`config.mk`:
```
export PLATFORM = sky130hd
export DESIGN_NAME = bcc_calendar_chain
export DESIGN_NICKNAME = d
export VERILOG_FILES = /design/src/bcc_pkg.sv /design/src/bcc_tick_div.sv /design/src/bcc_prescaler.sv /design/src/bcc_calendar_chain.sv
export VERILOG_INCLUDE_DIRS = /design/src
export SDC_FILE = /design/constraint.sdc
export NUM_CORES = 1
export LEC_CHECK = 0
export ABC_AREA = 1
export BUFFER_PORTS_ARGS = -buffer_cell sky130_fd_sc_hd__buf_2
export CORE_MARGIN = 10
export CORE_UTILIZATION = 33
export CTS_BUF_LIST = sky130_fd_sc_hd__clkbuf_4
export CTS_CLUSTER_DIAMETER = 150
export DETAILED_ROUTE_END_ITERATION = 8
export GPL_ROUTABILITY_DRIVEN = 0
export PLACE_DENSITY = 0.56
export SLEW_MARGIN = 5
export SYNTH_ARGS = -nofsm -noshare
export SYNTH_HDL_FRONTEND = slang
export SYNTH_HIERARCHICAL = 1
export SYNTH_SLANG_ARGS = --single-unit
```
`constraint.sdc`:
```
create_clock -name sys_clk -period 6.7 [get_ports sys_clk]
set_clock_uncertainty 0.1 [all_clocks]
set_input_delay 1.005 -clock sys_clk [delete_from_list [all_inputs] [get_ports sys_clk]]
set_output_delay 1.005 -clock sys_clk [all_outputs]
set_load 0.1 [all_outputs]
```
`src/bcc_map.svh`:
```
`ifndef BCC_MAP_SVH
`define BCC_MAP_SVH

// Byte addresses of the counter registers.
`define BCC_SEC_ADDR      20'hFFF92
`define BCC_MIN_ADDR      20'hFFF93
`define BCC_HOUR_ADDR     20'hFFF94
`define BCC_WEEK_ADDR     20'hFFF95
`define BCC_DAY_ADDR      20'hFFF96
`define BCC_MONTH_ADDR    20'hFFF97
`define BCC_YEAR_ADDR     20'hFFF98

// Reset values of the counters.
`define BCC_SEC_RST       8'h00
`define BCC_MIN_RST       8'h00
`define BCC_HOUR_RST      8'h12
`define BCC_WEEK_RST      8'h00
`define BCC_DAY_RST       8'h01
`define BCC_MONTH_RST     8'h01
`define BCC_YEAR_RST      8'h00

// Implemented bits of each counter; the rest read zero.
`define BCC_SEC_MASK      8'h7F
`define BCC_MIN_MASK      8'h7F
`define BCC_HOUR_MASK     8'h3F
`define BCC_WEEK_MASK     8'h07
`define BCC_DAY_MASK      8'h3F
`define BCC_MONTH_MASK    8'h1F
`define BCC_YEAR_MASK     8'hFF

// Position of the afternoon flag in the hour value.
`define BCC_PM_BIT        5

// Clock rates and the derived count-clock divider.
`define BCC_SYS_CLK_HZ    50000000
`define BCC_COUNT_CLK_HZ  32768
`define BCC_COUNT_DIV     ((`BCC_SYS_CLK_HZ) / (`BCC_COUNT_CLK_HZ))

// Prescaler value at which one second has elapsed.
`define BCC_PRESCALE_TOP  16'h7FFF

`endif

```
`src/bcc_pkg.sv`:
```
package bcc_pkg;

   // One register byte.
   typedef logic [7:0] bcc_byte_t;

   // One-hot register select.
   typedef enum logic [6:0] {
      BCC_SEL_SEC   = 7'h01,
      BCC_SEL_MIN   = 7'h02,
      BCC_SEL_HOUR  = 7'h04,
      BCC_SEL_WEEK  = 7'h08,
      BCC_SEL_DAY   = 7'h10,
      BCC_SEL_MONTH = 7'h20,
      BCC_SEL_YEAR  = 7'h40
   } bcc_sel_t;

endpackage

```
`src/bcc_tick_div.sv`:
```
`timescale 1ns/1ns
`include "bcc_map.svh"

// Divides the system clock down to the count-clock enable pulse.
module bcc_tick_div #(
   parameter int DIV = `BCC_COUNT_DIV   // System cycles per count cycle.
) (
   input  wire logic sys_clk,    // System clock.
   input  wire logic rst,        // Asynchronous reset, active high.
   output logic      countTick   // One-cycle count-clock enable.
);

   logic [11:0] divCount;        // Cycles since the last tick.
   logic        divEnd;          // Last cycle of a count period.

   assign divEnd = (divCount == 12'(DIV - 1));

   // The counter wraps and issues one tick per period.
   always_ff @(posedge sys_clk or posedge rst) begin
      if (rst) begin
         divCount  <= 12'h000;
         countTick <= 1'b0;
      end else begin
         divCount  <= divEnd ? 12'h000 : divCount + 12'h001;
         countTick <= divEnd;
      end
   end

endmodule

```
`src/bcc_prescaler.sv`:
```
`timescale 1ns/1ns
`include "bcc_map.svh"

// Sixteen-bit prescaler that yields one overflow per second.
module bcc_prescaler #(
   parameter logic [15:0] TOP = `BCC_PRESCALE_TOP   // Count at which it overflows.
) (
   input  wire logic sys_clk,     // System clock.
   input  wire logic rst,         // Asynchronous reset, active high.
   input  wire logic countTick,   // Count-clock enable.
   input  wire logic runEnable,   // Counting allowed.
   input  wire logic clearCount,  // Clears the count to zero.
   output logic      overflow     // One-cycle overflow pulse.
);

   logic [15:0] preCount;         // Running count.
   logic        atTop;            // Count has reached its end.

   assign atTop    = (preCount == TOP);
   assign overflow = countTick & runEnable & atTop & ~clearCount;

   // Clear has priority so a seconds write restarts a full second.
   always_ff @(posedge sys_clk or posedge rst) begin
      if (rst) begin
         preCount <= 16'h0000;
      end else if (clearCount) begin
         preCount <= 16'h0000;
      end else if (countTick && runEnable) begin
         preCount <= atTop ? 16'h0000 : preCount + 16'h0001;
      end
   end

endmodule

```
`src/bcc_calendar_chain.sv`:
```
`timescale 1ns/1ns
`include "bcc_map.svh"

module bcc_calendar_chain #(
   parameter int DIV = `BCC_COUNT_DIV   // System cycles per count cycle.
) (
   input  wire logic             sys_clk,            // System clock, 50 MHz.
   input  wire logic             rst,                // Asynchronous reset, active high.
   input  wire logic [19:0]      regAddr,            // Register byte address.
   input  wire logic             regWrite,           // Byte write strobe.
   input  wire logic             regRead,            // Byte read strobe.
   input  wire bcc_pkg::bcc_byte_t regWdata,         // Write data.
   output bcc_pkg::bcc_byte_t    regRdata,           // Read data, registered.
   input  wire logic             counterRunEnable,   // Counting enabled.
   input  wire logic             hourFormatSelect,   // 1 selects 24-hour format.
   input  wire logic             counterHoldRequest, // Request to freeze counters.
   output logic                  counterHoldStatus   // Counters frozen for access.
);
   import bcc_pkg::*;

   // Converts a BCD byte to binary.
   function automatic logic [6:0] bcd2bin(input logic [7:0] v);
      bcd2bin = 7'(v[7:4]) * 7'd10 + 7'(v[3:0]);
   endfunction

   // Converts a binary value below 100 to a BCD byte.
   function automatic logic [7:0] bin2bcd(input logic [6:0] b);
      bin2bcd = {4'(b / 7'd10), 4'(b % 7'd10)};
   endfunction

   // Turns a 12-hour value into a 24-hour binary hour.
   function automatic logic [6:0] hour12To24(input logic [7:0] h);
      logic [6:0] d;
      d = bcd2bin({3'b000, h[4:0]});
      if (h[`BCC_PM_BIT]) begin
         hour12To24 = (d == 7'd12) ? d : d + 7'd12;
      end else begin
         hour12To24 = (d == 7'd12) ? 7'd0 : d;
      end
   endfunction

   // Turns a 24-hour binary hour into the 12-hour code.
   function automatic logic [7:0] hour24To12(input logic [6:0] d);
      if (d == 7'd0) begin
         hour24To12 = 8'h12;
      end else if (d < 7'd12) begin
         hour24To12 = bin2bcd(d);
      end else if (d == 7'd12) begin
         hour24To12 = 8'h32;
      end else begin
         hour24To12 = bin2bcd(d - 7'd12) | 8'h20;
      end
   endfunction

   // Adds one to a BCD byte.
   function automatic logic [7:0] bcdInc(input logic [7:0] v);
      bcdInc = bin2bcd(bcd2bin(v) + 7'd1);
   endfunction

   logic countTick;          // Count-clock enable.
   logic preOverflow;        // Prescaler overflow pulse.

   // Count-clock enable from the system clock.
   bcc_tick_div #(
      .DIV (DIV)
   ) u_div (
      .sys_clk   (sys_clk),
      .rst       (rst),
      .countTick (countTick)
   );

   // Live counters.
   bcc_byte_t sec;           // Seconds.
   bcc_byte_t min;           // Minutes.
   bcc_byte_t hour;          // Hours.
   bcc_byte_t week;          // Weekday.
   bcc_byte_t day;           // Day of month.
   bcc_byte_t month;         // Month.
   bcc_byte_t year;          // Year.

   // Holding buffers for software writes.
   bcc_byte_t pendData [7];  // Buffered write data.
   logic [6:0] pendValid;    // Buffer awaits transfer.
   logic       ovfPend;      // Overflow seen during hold.
   logic       fmtSeen;      // Format the hour is stored in.

   // Address decode.
   logic [6:0] hitVec;       // One-hot address match.
   bcc_sel_t   regSel;       // Decoded register select.
   assign hitVec[0] = (regAddr == `BCC_SEC_ADDR);
   assign hitVec[1] = (regAddr == `BCC_MIN_ADDR);
   assign hitVec[2] = (regAddr == `BCC_HOUR_ADDR);
   assign hitVec[3] = (regAddr == `BCC_WEEK_ADDR);
   assign hitVec[4] = (regAddr == `BCC_DAY_ADDR);
   assign hitVec[5] = (regAddr == `BCC_MONTH_ADDR);
   assign hitVec[6] = (regAddr == `BCC_YEAR_ADDR);
   assign regSel    = bcc_sel_t'(hitVec);

   // Masks of implemented bits, per register index.
   logic [7:0] maskTab [7];  // Implemented-bit masks.
   assign maskTab[0] = `BCC_SEC_MASK;
   assign maskTab[1] = `BCC_MIN_MASK;
   assign maskTab[2] = `BCC_HOUR_MASK;
   assign maskTab[3] = `BCC_WEEK_MASK;
   assign maskTab[4] = `BCC_DAY_MASK;
   assign maskTab[5] = `BCC_MONTH_MASK;
   assign maskTab[6] = `BCC_YEAR_MASK;

   // Transfer strobes: a buffer lands at the next count tick.
   logic ldSec, ldMin, ldHour, ldWeek, ldDay, ldMon, ldYear;   // Load strobes.
   assign ldSec  = countTick & pendValid[0];
   assign ldMin  = countTick & pendValid[1];
   assign ldHour = countTick & pendValid[2];
   assign ldWeek = countTick & pendValid[3];
   assign ldDay  = countTick & pendValid[4];
   assign ldMon  = countTick & pendValid[5];
   assign ldYear = countTick & pendValid[6];

   // Prescaler; a seconds transfer restarts it.
   bcc_prescaler u_pre (
      .sys_clk    (sys_clk),
      .rst        (rst),
      .countTick  (countTick),
      .runEnable  (counterRunEnable),
      .clearCount (ldSec),
      .overflow   (preOverflow)
   );

   // Derived calendar facts.
   logic       fmtChange;    // Format bit differs from stored format.
   logic       isLeap;       // Current year is a leap year.
   logic [7:0] dayLimit;     // Last day of the current month.
   logic [6:0] hour24;       // Current hour as 24-hour binary.
   assign fmtChange = countTick & (hourFormatSelect != fmtSeen);
   assign isLeap    = (2'(year[1:0]) + {year[4], 1'b0}) == 2'b00;
   assign hour24    = fmtSeen ? bcd2bin(hour) : hour12To24(hour);
   assign dayLimit  = (month == 8'h02) ? (isLeap ? 8'h29 : 8'h28) :
                      (month == 8'h04 || month == 8'h06 ||
                       month == 8'h09 || month == 8'h11) ? 8'h30 : 8'h31;

   // Carry chain; a load in the same tick swallows the carry.
   logic adv;                                    // Seconds advance.
   logic minInc, hourInc, dayInc, monInc, yearInc;          // Increments.
   logic secCarry, minCarry, hourCarry, dayCarry, monCarry; // Rollovers.
   assign adv       = countTick & counterRunEnable & ~counterHoldStatus
                      & (preOverflow | ovfPend);
   assign secCarry  = adv & (sec == 8'h59) & ~ldSec;
   assign minInc    = secCarry & ~ldMin;
   assign minCarry  = minInc & (min == 8'h59);
   assign hourInc   = minCarry & ~ldHour;
   assign hourCarry = hourInc & (hour24 == 7'd23);
   assign dayInc    = hourCarry & ~ldDay;
   assign dayCarry  = dayInc & (day >= dayLimit);
   assign monInc    = dayCarry & ~ldMon;
   assign monCarry  = monInc & (month == 8'h12);
   assign yearInc   = monCarry & ~ldYear;

   // Next hour in the selected format, which differs from the stored one only on a format change.
   logic [6:0] hourNext24;   // Next hour as 24-hour binary.
   logic [7:0] hourStep;     // Incremented hour code.
   logic [7:0] hourConv;     // Hour converted to the new format.
   assign hourNext24 = (hour24 == 7'd23) ? 7'd0 : hour24 + 7'd1;
   assign hourStep   = hourFormatSelect ? bin2bcd(hourNext24) : hour24To12(hourNext24);
   assign hourConv   = hourFormatSelect ? bin2bcd(hour24) : hour24To12(hour24);

   // Next counter values.
   bcc_byte_t next_sec, next_min, next_hour, next_week;   // Next values.
   bcc_byte_t next_day, next_month, next_year;            // Next values.
   assign next_sec   = ldSec  ? pendData[0] :
                       adv ? ((sec == 8'h59) ? 8'h00 : bcdInc(sec)) : sec;
   assign next_min   = ldMin  ? pendData[1] :
                       minInc ? ((min == 8'h59) ? 8'h00 : bcdInc(min)) : min;
   // A step in the tick of a format change lands in the new format, so no hour is lost.
   assign next_hour  = ldHour ? pendData[2] : hourInc ? hourStep :
                       fmtChange ? hourConv : hour;
   assign next_week  = ldWeek ? pendData[3] :
                       dayInc ? ((week == 8'h06) ? 8'h00 : week + 8'h01) : week;
   assign next_day   = ldDay  ? pendData[4] :
                       dayInc ? ((day >= dayLimit) ? 8'h01 : bcdInc(day)) : day;
   assign next_month = ldMon  ? pendData[5] :
                       monInc ? ((month == 8'h12) ? 8'h01 : bcdInc(month)) : month;
   assign next_year  = ldYear ? pendData[6] :
                       yearInc ? ((year == 8'h99) ? 8'h00 : bcdInc(year)) : year;

   // Counter registers load their reset values and then their next values.
   always_ff @(posedge sys_clk or posedge rst) begin
      if (rst) begin
         sec   <= `BCC_SEC_RST;
         min   <= `BCC_MIN_RST;
         hour  <= `BCC_HOUR_RST;
         week  <= `BCC_WEEK_RST;
         day   <= `BCC_DAY_RST;
         month <= `BCC_MONTH_RST;
         year  <= `BCC_YEAR_RST;
      end else begin
         sec   <= next_sec;
         min   <= next_min;
         hour  <= next_hour;
         week  <= next_week;
         day   <= next_day;
         month <= next_month;
         year  <= next_year;
      end
   end

   // Tracks the stored format; reset leaves 12-hour so 24-hour shows 00H.
   always_ff @(posedge sys_clk or posedge rst) begin
      if (rst) begin
         fmtSeen <= 1'b0;
      end else if (fmtChange) begin
         fmtSeen <= hourFormatSelect;
      end
   end

   // Write buffers capture whole masked bytes; a new write beats the transfer.
   always_ff @(posedge sys_clk or posedge rst) begin
      if (rst) begin
         pendValid <= 7'h00;
         for (int i = 0; i < 7; i++) begin
            pendData[i] <= 8'h00;
         end
      end else begin
         for (int i = 0; i < 7; i++) begin
            if (regWrite && hitVec[i]) begin
               pendData[i]  <= regWdata & maskTab[i];
               pendValid[i] <= 1'b1;
            end else if (countTick) begin
               pendValid[i] <= 1'b0;
            end
         end
      end
   end

   // Hold status follows the request at each count tick.
   always_ff @(posedge sys_clk or posedge rst) begin
      if (rst) begin
         counterHoldStatus <= 1'b0;
      end else if (countTick) begin
         counterHoldStatus <= counterHoldRequest;
      end
   end

   // Overflow memory across a hold; a seconds load discards it.
   always_ff @(posedge sys_clk or posedge rst) begin
      if (rst) begin
         ovfPend <= 1'b0;
      end else if (ldSec) begin
         ovfPend <= 1'b0;
      end else if (preOverflow && counterHoldStatus) begin
         ovfPend <= 1'b1;
      end else if (adv) begin
         ovfPend <= 1'b0;
      end
   end

   // Read multiplexer over the live counters.
   bcc_byte_t readMux;       // Selected counter value.
   always_comb begin
      unique case (regSel)
         BCC_SEL_SEC:   readMux = sec;
         BCC_SEL_MIN:   readMux = min;
         BCC_SEL_HOUR:  readMux = hour;
         BCC_SEL_WEEK:  readMux = week;
         BCC_SEL_DAY:   readMux = day;
         BCC_SEL_MONTH: readMux = month;
         BCC_SEL_YEAR:  readMux = year;
         default:       readMux = 8'h00;   // Unmapped address reads zero.
      endcase
   end

   // Read data register, updated on each read strobe.
   always_ff @(posedge sys_clk or posedge rst) begin
      if (rst) begin
         regRdata <= 8'h00;
      end else if (regRead) begin
         regRdata <= readMux;
      end
   end

endmodule

```
==> results of run 1 <==
## cell usage in the layout, fill, tap and decap left out, types with 11 or more instances in the layout
cell type,n
nand2_1,409
inv_1,260
dfrtp_1,141
nor2_1,140
o21ai_0,103
nand3_1,95
ha_1,77
a21oi_1,58
xor2_1,46
buf_2,43
o22ai_1,32
o211ai_1,24
nand4_1,23
nand2_2,23
nor3_1,23
inv_2,20
o21ai_1,18
clkbuf_4,17
nand3_2,15
xnor2_1,14
fa_1,12
buf_4,11
## sequential cells by signal, indices dropped and copies added, names as in the netlist, 7 cells and up
register and cells:
min 8, regRdata 8, u_div/divCount 12, pendValid 7, pendData 42, week 8
day 8, year 8, sec 8, month 8, u_pre/preCount 16, hour 8
## logic make-up after synthesis
| family | Yosys count | share of synthesized area, % |
|---|---|---|
| buf+inv | 305 | 9.73 |
| compound gates | 283 | 14.1 |
| flops | 145 | 30.3 |
| mux | 7 | 0.648 |
| xor+xnor | 62 | 4.66 |
| simple gates | 784 | 30.2 |
| fa+ha+maj | 91 | 10.3 |
## final cells by class
| class | instances | area (sq um) | area share, % |
|---|---|---|---|
| timing repair buffer | 54 | 298 | 2.28 |
| inverter | 288 | 1090 | 8.38 |
| antenna | 2 | 5.00 | 0.0383 |
| multi-input combinational | 1227 | 7180 | 55.0 |
| tap | 461 | 577 | 4.42 |
| sequential | 145 | 3630 | 27.8 |
| clock buffer | 17 | 128 | 0.977 |
| clock inverter | 15 | 146 | 1.12 |
## worst max-delay path, delay by kind of cell, from the launching register on
kind | cells | cell delay, ns
DFF | 1 | 0.61
adders and majority gates | 8 | 1.65
buffers and inverters | 6 | 0.62
and+or+nand+nor | 35 | 2.86
AOI/OAI and AO/OA | 1 | 0.13
## metrics by stage
stage / cell area (sq um) / worst slack [ns]
final: 13100 / 0.700
after global routing: 13100 / 0.0445
after floorplan: 12000 / 0.853
after detailed placement: 12700 / 0.371
after CTS: 13000 / 0.320
after global placement: 12700 / 0.571
## worst paths after layout
| path | startpoint | endpoint | slack [ns] | depth (start not counted) |
|---|---|---|---|---|
| min in group sys_clk | pendData[51]$_DFFE_PP0P_ | pendData[51]$_DFFE_PP0P_ | 0.40 | 2 |
| max reg2reg | hour[4]$_DFFE_PP1P_ | hour[1]$_DFFE_PP1P_ | 0.70 | 50 |
| min reg2reg | pendData[51]$_DFFE_PP0P_ | pendData[51]$_DFFE_PP0P_ | 0.40 | 2 |
| max | hour[4]$_DFFE_PP1P_ | hour[1]$_DFFE_PP1P_ | 0.70 | 50 |
| min | rst | u_div/divCount[5]$_DFF_PP0_ | 0.37 | 2 |
| max in group asynchronous | rst | month[3]$_DFFE_PP0P_ | 4.79 | 3 |
## where the power goes
group          internal [mW]  leakage, nW  switching, mW
sequential             0.875         1.73     0.00000399
combinational         0.0118         4.72         0.0401
clock                  0.196        0.153          0.374
## per-layer routing
layer  GRT usage [%]  wire (um)  part of all wire [%]  vias up
met1            18.9      15000                    48     5036
met2            23.7      14300                    46      195
met5               0          0                     0        -
met4            4.05        488                   1.6        0
met3            2.26       1140                   3.7       36
li1                -          -                     -     5574
## what timing repair did
item                       4_1_cts  5_1_grt
setup endpoints to repair        0        4
resized for setup                0        4
setup buffers                    0        7
==> results_dict.tcl, run 1 <==
set metrics [dict create \
    status "completed" \
    drc_errors 0 \
    period_share_pct 89.5 \
    synth_fp_nets 1803 \
    synth.avg_cell_area_sq_um 7.14 \
    peakVddDrop_mv 0.0841 \
    design.portCount 44 \
    slew_violations 0 \
    holdWs_ns 0.372 \
    synth_edf_count 0 \
    yosysSeqAreaShare_pct 30.3 \
    tightest_slew_ns 0.803 \
    hold_class "primary input to async pin" \
    slew-limit-headroom_pct 46.5 \
    via_per_inst 4.91 \
    cts_root_buf "clkbuf_4" \
    synthDistinctLibCells 67 \
    worstSetupPathType "flop to flop" \
    critPathMaxStageDelay_ns 0.61 \
    finalWirelength_mm 31.0 \
    initial_core_util_pct 33.6 \
    vias 10800 \
    yosys-top-cells-count "nand2_1 (409), inv_1 (262), dfrtp_1 (141), nor2_1 (141), o21ai_0 (103)" \
    fin_util_pct 36.6 \
    syn_to_final_growth_pct 9.11 \
    powerDensity_nw_per_um2 115 \
    core_area_sq_um 35700 \
    cts_tree "built" \
    cp-start-kind "flop" \
    die_h_um 210 \
    syn_inst 1677 \
    cts.htree.levels 4 \
    drt_iter0_markers 634 \
    cp_slowest_cell "dfstp_2" \
    cts_hold_buffers 0 \
    period_minus_slack_ns 6.00 \
    die_area_sq_um 44300 \
    required_ns 7.16 \
    maxCapViolCount 0 \
    fp.dieW_um 210 \
    cts_buffer_depth 2 \
    cp_common_cell "nand2_1" \
    drive_gt1_share_pct 11.9 \
    grt_max_degree 63 \
    ant_nets 0 \
    cts_buffers 17 \
    clkTransAtPathRegs_ns 0.16 \
    gr-total-overflow 0 \
    crit_fanout 6 \
    io_buffers 43 \
    setup.worst_path.end_class "flop" \
    nFillCells 3769 \
    ys_warn_count 6 \
    synth_largest_area_cell "dfrtp_1" \
    synth_top_area_share_pct 29.5 \
    drt_first_pass_iters 5 \
    dp_hpwl_mm 24.7 \
    antenna_found_initial 1 \
    finalSetupViolations 0 \
    totalPowerFinal_mw 1.50 \
    setup-tns-final_ns 0 \
    first_global_vias 10600 \
    synth.most_common_cell "nand2_1" \
    p_leak_nw 6.60 \
    row_count 69 \
    hold_viol_final 0 \
    cts.sinks 145 \
    syn_area_sq_um 12000 \
    synth_flop_cell "dfrtp_1" \
    synthTopCellsByArea "dfrtp_1 (29%), nand2_1 (13%), ha_1 (8.3%), inv_1 (8.2%), nor2_1 (4.4%)" \
    insertion_delay_ns 0.60 \
    ys_seq_elements 145 \
    fin_cells 2209 \
    wl_per_cell_um 14.0 \
    fmax_mhz 167 \
    dpl.cell_count 2168 \
    grt_pass1_wl_mm 52.5 \
    grt.total_usage_pct 14.3 \
    async_reset_ff_share_pct 100 \
    nets 1859 \
    cp.arrival_ns 6.46 \
    grt_setup_unrepaired "false" \
]
No activity file was read; power rests on OpenSTA's default activity.
==> run 2, diff against run 1 <==
--- a/config.mk
+++ b/config.mk
@@ -6,7 +6,7 @@
 export SDC_FILE = /design/constraint.sdc
 export NUM_CORES = 1
 export LEC_CHECK = 0
-export ABC_AREA = 1
+export ABC_AREA = 0
 export BUFFER_PORTS_ARGS = -buffer_cell sky130_fd_sc_hd__buf_2
 export CORE_MARGIN = 10
 export CORE_UTILIZATION = 33
@@ -15,6 +15,7 @@
 export DETAILED_ROUTE_END_ITERATION = 8
 export GPL_ROUTABILITY_DRIVEN = 0
 export PLACE_DENSITY = 0.56
+export SETUP_SLACK_MARGIN = 0.4
 export SLEW_MARGIN = 5
 export SYNTH_ARGS = -nofsm -noshare
 export SYNTH_HDL_FRONTEND = slang
==> run 2 against run 1 <==
Against the previous run: the run now ends with setup timing left; register-to-register slack got worse by 0.75 ns; via count rose by 19%; worst hold slack improved by 0.012 ns; first-iteration DRC count rose by 89%; clock-buffer cell count rose by 2; core utilization rose by 1.2 points.
==> results_dict.tcl, run 2 <==
set metrics [dict create \
    grt_pass1_wl_mm 65.7 \
    failed_checks "setup timing" \
    syn_area_sq_um 13500 \
    clkTransAtPathRegs_ns 0.14 \
    cts_hold_buffers 0 \
    gr-total-overflow 0 \
    cts.htree.levels 4 \
    holdWs_ns 0.385 \
    setup.worst_path.end_class "flop" \
    cts_buffers 17 \
    hold_viol_final 0 \
    drc_errors 0 \
    async_reset_ff_share_pct 100 \
    synthDistinctLibCells 111 \
    period_minus_slack_ns 6.74 \
    tightest_slew_ns 1.23 \
    drt_first_pass_iters 5 \
    slew_violations 0 \
    worst_slack_ns -0.0450 \
    cp-start-kind "flop" \
    vias 12900 \
    cts_buffer_depth 2 \
    fp.dieW_um 222 \
    nFillCells 4086 \
    period_share_pct 101 \
    core_area_sq_um 40600 \
    rrSetupSlack_ns -0.04 \
    synth.avg_cell_area_sq_um 8.34 \
    initial_core_util_pct 33.3 \
    design.portCount 44 \
    ys_seq_elements 145 \
    stdcell_area_sq_um 15400 \
    hold_start "pendValid[1]$_DFFE_PP0P_" \
    largest_reg_flops 42 \
    cts.sinks 145 \
    regToRegStartpoint "hour[4]$_DFFE_PP1P_" \
    critPathMaxStageDelay_ns 0.62 \
    mostFrequentLayoutCell "nor2_1" \
    status "complete, but fails checks" \
    p_leak_nw 6.61 \
    drt_iter0_markers 1198 \
    cts_root_buf "clkbuf_4" \
    yosys-top-cells-count "nor2_1 (149), dfrtp_1 (141), nand2_1 (134)" \
    maxCapViolCount 0 \
    via_per_inst 5.69 \
    synth_edf_count 0 \
    grt.total_usage_pct 15.6 \
    nets 1843 \
    cp.arrival_ns 7.11 \
    syn_to_final_growth_pct 13.8 \
    insertion_delay_ns 0.55 \
    top_regs "pendData x42, u_pre/preCount x16, u_div/divCount x12" \
    timing.reg2reg.worst_path_depth 37 \
    cts_tree "built" \
    syn_inst 1622 \
    synth_flop_cell "dfrtp_1" \
    mostFrequentLayoutCells "nor2_1 (149), dfrtp_1 (141), nand2_1 (133)" \
    io_buffers 43 \
    worstHoldPathCells 1 \
    fmax_mhz 148 \
    hold_class "flop to flop" \
    synth_fp_nets 1748 \
    die_area_sq_um 49500 \
    finalWirelength_mm 40.0 \
    powerDensity_nw_per_um2 97.9 \
    yosysSeqAreaShare_pct 26.9 \
    synthTopCellsByArea "dfrtp_1 (26%), ha_1 (7.3%), a21oi_1 (4.9%), mux2_2 (4.2%), nor2_1 (4.1%)" \
    first_global_vias 12400 \
    grt_setup_unrepaired "true" \
    min_to "min[7]$_DFFE_PP0P_" \
    synth_largest_area_cell "dfrtp_1" \
    placed_cell_area_sq_um 14900 \
    ys_warn_count 6 \
    setup-tns-final_ns -0.0450 \
    finalSetupViolations 1 \
    drive_gt1_share_pct 18.7 \
    peakVddDrop_mv 0.0808 \
    dp_hpwl_mm 30.4 \
    die_h_um 222 \
    slew-limit-headroom_pct 17.2 \
    cp_common_cell "ha_4" \
    antenna_found_initial 1 \
    worstSetupPathType "flop to flop" \
    top_register "pendData" \
    required_ns 7.06 \
    crit_fanout 5 \
    synth_top_area_share_pct 26.1 \
    timing.rr.end "hour[2]$_DFFE_PP0P_" \
    wl_per_cell_um 17.7 \
    ant_nets 0 \
    synth.most_common_cell "nor2_1" \
    row_count 74 \
    grt_max_degree 66 \
    cp_slowest_cell "dfstp_2" \
]
-- run 2: cell count changes in the layout (fill, tap and decap cells not counted), sizes merged, moves of 22 or more --
cell    before  now
mux2         6   51
a21oi       60  133
o21ai      124   94
a22oi        5   40
a21o         0   27
nand2b       0   23
xnor2       14   61
inv        294   85
nand2      437  135
buf         54  147
xor2        48   21
nand3      115   55
a211oi       0   22
-- run 2: kinds of logic after synthesis --
group | share of synthesized area [%]
AND/OR/NAND/NOR | 20.6
AO/OA/AOI/OAI | 27.2
XOR/XNOR | 5.37
buffers and inverters | 4.58
flip-flops | 26.9
multiplexers | 6.06
adder cells (fa/ha/maj) | 9.31
-- run 2: how the worst max path moves through the flow --
stage | from | to | slack (ns) | cells after the start
floorplan | hour[4]$_DFFE_PP1P_ | hour[1]$_DFFE_PP1P_ | -0.43 | 42
global placement | hour[4]$_DFFE_PP1P_ | hour[2]$_DFFE_PP0P_ | 0.06 | 36
detailed placement | hour[4]$_DFFE_PP1P_ | hour[4]$_DFFE_PP1P_ | -0.007 | 36
CTS | hour[4]$_DFFE_PP1P_ | hour[4]$_DFFE_PP1P_ | 0.09 | 38
global route | hour[4]$_DFFE_PP1P_ | hour[2]$_DFFE_PP0P_ | -0.30 | 37
finish | hour[4]$_DFFE_PP1P_ | hour[2]$_DFFE_PP0P_ | -0.04 | 37
-- run 2: repair_timing --
| item | CTS | global route |
|---|---|---|
| pin swaps | 15 | 16 |
| endpoints found under the setup margin | 4 | 5 |
| gates cloned | 0 | 0 |
| buffers inserted | 11 | 8 |
| endpoints found under the hold margin | 0 | 0 |
| gates resized for setup | 7 | 6 |
-- run 2: cell type report --
class / instances / area (sq um) / share of cell area (%)
clock buffer: 19 / 143 / 0.927
timing repair buffer: 147 / 1000 / 6.50
multi-input combinational: 1327 / 9490 / 61.7
tap: 532 / 666 / 4.32
antenna: 1 / 2.50 / 0.0163
clock inverter: 13 / 150 / 0.976
inverter: 79 / 304 / 1.98
sequential: 145 / 3630 / 23.6
-- run 2: report_power, final --
part	internal (mW)	total [mW]	switching (mW)
clock network	0.237	0.584	0.347
logic	0.0109	0.0472	0.0363
registers	0.875	0.875	0.00000425
total	1.12	1.51	0.383
-- run 2: worst max-delay path: cells and delay by family (launching register included) --
| kind | cells | cell delay (ns) |
|---|---|---|
| buffers and inverters | 5 | 0.42 |
| flip-flops | 1 | 0.62 |
| multiplexers | 1 | 0.14 |
| adder cells (fa/ha/maj) | 8 | 1.42 |
| AO/OA/AOI/OAI | 13 | 2.16 |
| XOR/XNOR | 1 | 0.14 |
| AND/OR/NAND/NOR | 9 | 1.63 |
-- run 2: per-stage QoR --
| stage | util, % | total power [mW] | worst slack, ns | cells |
|---|---|---|---|---|
| floorplan | - | 0.913 | -0.431 | 1622 |
| global placement | 36.6 | 0.940 | 0.0633 | 2211 |
| detailed placement | 36.6 | 0.941 | -0.00670 | 2211 |
| CTS | 37.6 | 1.53 | 0.0876 | 2254 |
| global route | 37.9 | 1.58 | -0.305 | 2263 |
| finish | 37.9 | 1.51 | -0.0450 | 2263 |
-- run 2: metal layers --
metal	global-route usage [%]	vias to the layer above	part of all wire, %
met5	0	-	0
met2	25.9	302	48
met4	3.40	0	1.4
met1	21.0	6278	47
li1	-	6267	-
met3	2.21	31	4.3
==> run 3, diff against run 2 <==
==> constraint.sdc (replaced) <==
create_clock -name sys_clk -period 6.75 [get_ports sys_clk]
set_clock_uncertainty 0.1 [all_clocks]
set_input_delay 1.0125 -clock sys_clk [delete_from_list [all_inputs] [get_ports sys_clk]]
set_output_delay 1.0125 -clock sys_clk [all_outputs]
set_load 0.1 [all_outputs]
==> run 3 against run 2 <==
Against the previous run: the run now ends clean; worst hold slack hardly changed; register-to-register slack better by 0.22 ns; flip-flop and latch count stayed put; core utilization is 0.26 points higher; sequential power is 0.7% lower.
==> results_dict.tcl, run 3 (synthesized netlist as in run 2, its figures left out) <==
set metrics [dict create \
    drt_first_pass_iters 7 \
    crit_fanout 21 \
    totalPowerFinal_mw 1.54 \
    largest_reg_flops 42 \
    status "completed" \
    multi_input_area_sq_um 9590 \
    tightest_slew_ns 0.872 \
    nFillCells 4078 \
    worstSetupPathType "flop to flop" \
    initial_core_util_pct 33.3 \
    gr-total-overflow 0 \
    vias 12900 \
    die_area_sq_um 49500 \
    syn_to_final_growth_pct 14.6 \
    slew_violations 0 \
    cts_root_buf "clkbuf_4" \
    hold_class "flop to flop" \
    dpl.cell_count 2208 \
    required_ns 7.14 \
    nets 1839 \
    top_regs "pendData x42, u_pre/preCount x16, u_div/divCount x12" \
    drt_iter0_markers 1127 \
    wl_met1_mm 19.3 \
    wl_met2_mm 19.3 \
    finalWirelength_mm 40.6 \
    cp-start-kind "flop" \
    slew-limit-headroom_pct 41.5 \
    first_global_vias 12300 \
    antenna_found_initial 1 \
    cts.sinks 145 \
    cts_buffers 17 \
    insertion_delay_ns 0.57 \
    drc_errors 0 \
    drive_gt1_share_pct 19.2 \
    core_area_sq_um 40600 \
    hold_viol_final 0 \
    io_buffers 43 \
    die_h_um 222 \
    powerDensity_nw_per_um2 99.1 \
    fin_cells 2260 \
    maxCapViolCount 0 \
    setup.worst_path.end_class "flop" \
    grt.total_usage_pct 15.8 \
    period_minus_slack_ns 6.57 \
    ant_nets 0 \
    period_share_pct 97.4 \
    cts_buffer_depth 2 \
    cts_tree "built" \
    dp_hpwl_mm 30.4 \
    fp.dieW_um 222 \
    peakVddDrop_mv 0.0979 \
    wl_met3_mm 1.52 \
    fmax_mhz 152 \
    mostFrequentLayoutCells "nor2_1 (147), dfrtp_1 (141), nand2_1 (132)" \
    via_per_inst 5.70 \
    grt_max_degree 66 \
    p_leak_nw 6.64 \
    cp.arrival_ns 6.96 \
    wl_per_cell_um 18.0 \
    cts.htree.levels 4 \
    cp_slowest_cell "dfstp_2" \
    design.portCount 44 \
    finalSetupViolations 0 \
    grt_pass1_wl_mm 65.8 \
    cp_common_cell "ha_4" \
    dr.max_layer_used "met4" \
    row_count 74 \
    mostFrequentLayoutCell "nor2_1" \
    critPathMaxStageDelay_ns 0.61 \
    top_register "pendData" \
    clkTransAtPathRegs_ns 0.14 \
    grt_setup_unrepaired "true" \
    seq_area_sq_um 3630 \
]
-- run 3: cell types whose count changed in the layout (fill, tap and decap cells not counted), moves of 2 or more --
cell	previous run	this run
nor2_1	149	147
a21oi_1	131	128
buf_4	103	97
a21oi_2	2	5
clkinvlp_4	3	1
-- run 3: per-layer routing --
metal | vias to the layer above | global-route usage, %
met2 | 312 | 26.0
li1 | 6274 | -
met3 | 40 | 2.26
met5 | - | 0
met1 | 6252 | 21.3
met4 | 0 | 3.71
-- run 3: power breakdown --
group	switching, mW	leakage, nW	internal, mW	total [mW]
Clock	0.346	0.168	0.273	0.619
Combinational	0.0367	4.64	0.0108	0.0475
Sequential	0.00000414	1.83	0.869	0.869
Total	0.383	6.64	1.15	1.54
-- run 3: stage by stage --
stage	setup TNS, ns	hold slack [ns]	worst slack, ns	utilization, %	area [sq um]
after CTS	0	0.388	0.238	37.9	15400
final	0	0.384	0.177	38.1	15500
after global routing	-0.344	0.383	-0.129	38.1	15500
after floorplan	-1.23	0.343	-0.381	-	13700
after global placement	0	0.356	0.0671	36.5	14900
after detailed placement	0	0.364	0.0250	36.5	14900
-- run 3: final timing paths --
kind / depth (start not counted) / endpoint / slack [ns] / startpoint
max: 36 / hour[2]$_DFFE_PP0P_ / 0.18 / hour[4]$_DFFE_PP1P_
min: 1 / u_div/divCount[11]$_DFF_PP0_ / 0.38 / u_div/divCount[11]$_DFF_PP0_
max reg2reg: 36 / hour[2]$_DFFE_PP0P_ / 0.18 / hour[4]$_DFFE_PP1P_
min reg2reg: 1 / u_div/divCount[11]$_DFF_PP0_ / 0.38 / u_div/divCount[11]$_DFF_PP0_
max in group asynchronous: 3 / week[1]$_DFFE_PP0P_ / 4.79 / rst
min in group asynchronous: 2 / u_div/divCount[3]$_DFF_PP0_ / 0.41 / rst
-- run 3: critical path: cells and delay by family (launching register included) --
| kind | cells | cell delay, ns |
|---|---|---|
| compound gates | 13 | 2.20 |
| simple gates | 9 | 1.48 |
| fa+ha+maj | 7 | 1.21 |
| flops | 1 | 0.61 |
| buf+inv | 4 | 0.32 |
| xor+xnor | 2 | 0.31 |
| mux | 1 | 0.26 |
-- run 3: repair_timing --
item / in CTS / in global routing
hold buffers: 0 / 0
hold endpoints to repair: 0 / 0
cloned: 0 / 0
setup endpoints to repair: 4 / 4
pin swaps: 20 / 9
setup buffers: 16 / 2
gates resized for setup: 21 / 12
-- run 3: cell type report --
| cell class | count | area share (%) |
|---|---|---|
| sequential | 145 | 23.4 |
| antenna | 2 | 0.0323 |
| multi-input combinational | 1327 | 61.9 |
| clock inverter | 13 | 1.12 |
| timing repair buffer | 143 | 6.33 |
| inverter | 79 | 1.98 |
| tap | 532 | 4.30 |
| clock buffer | 19 | 0.921 |
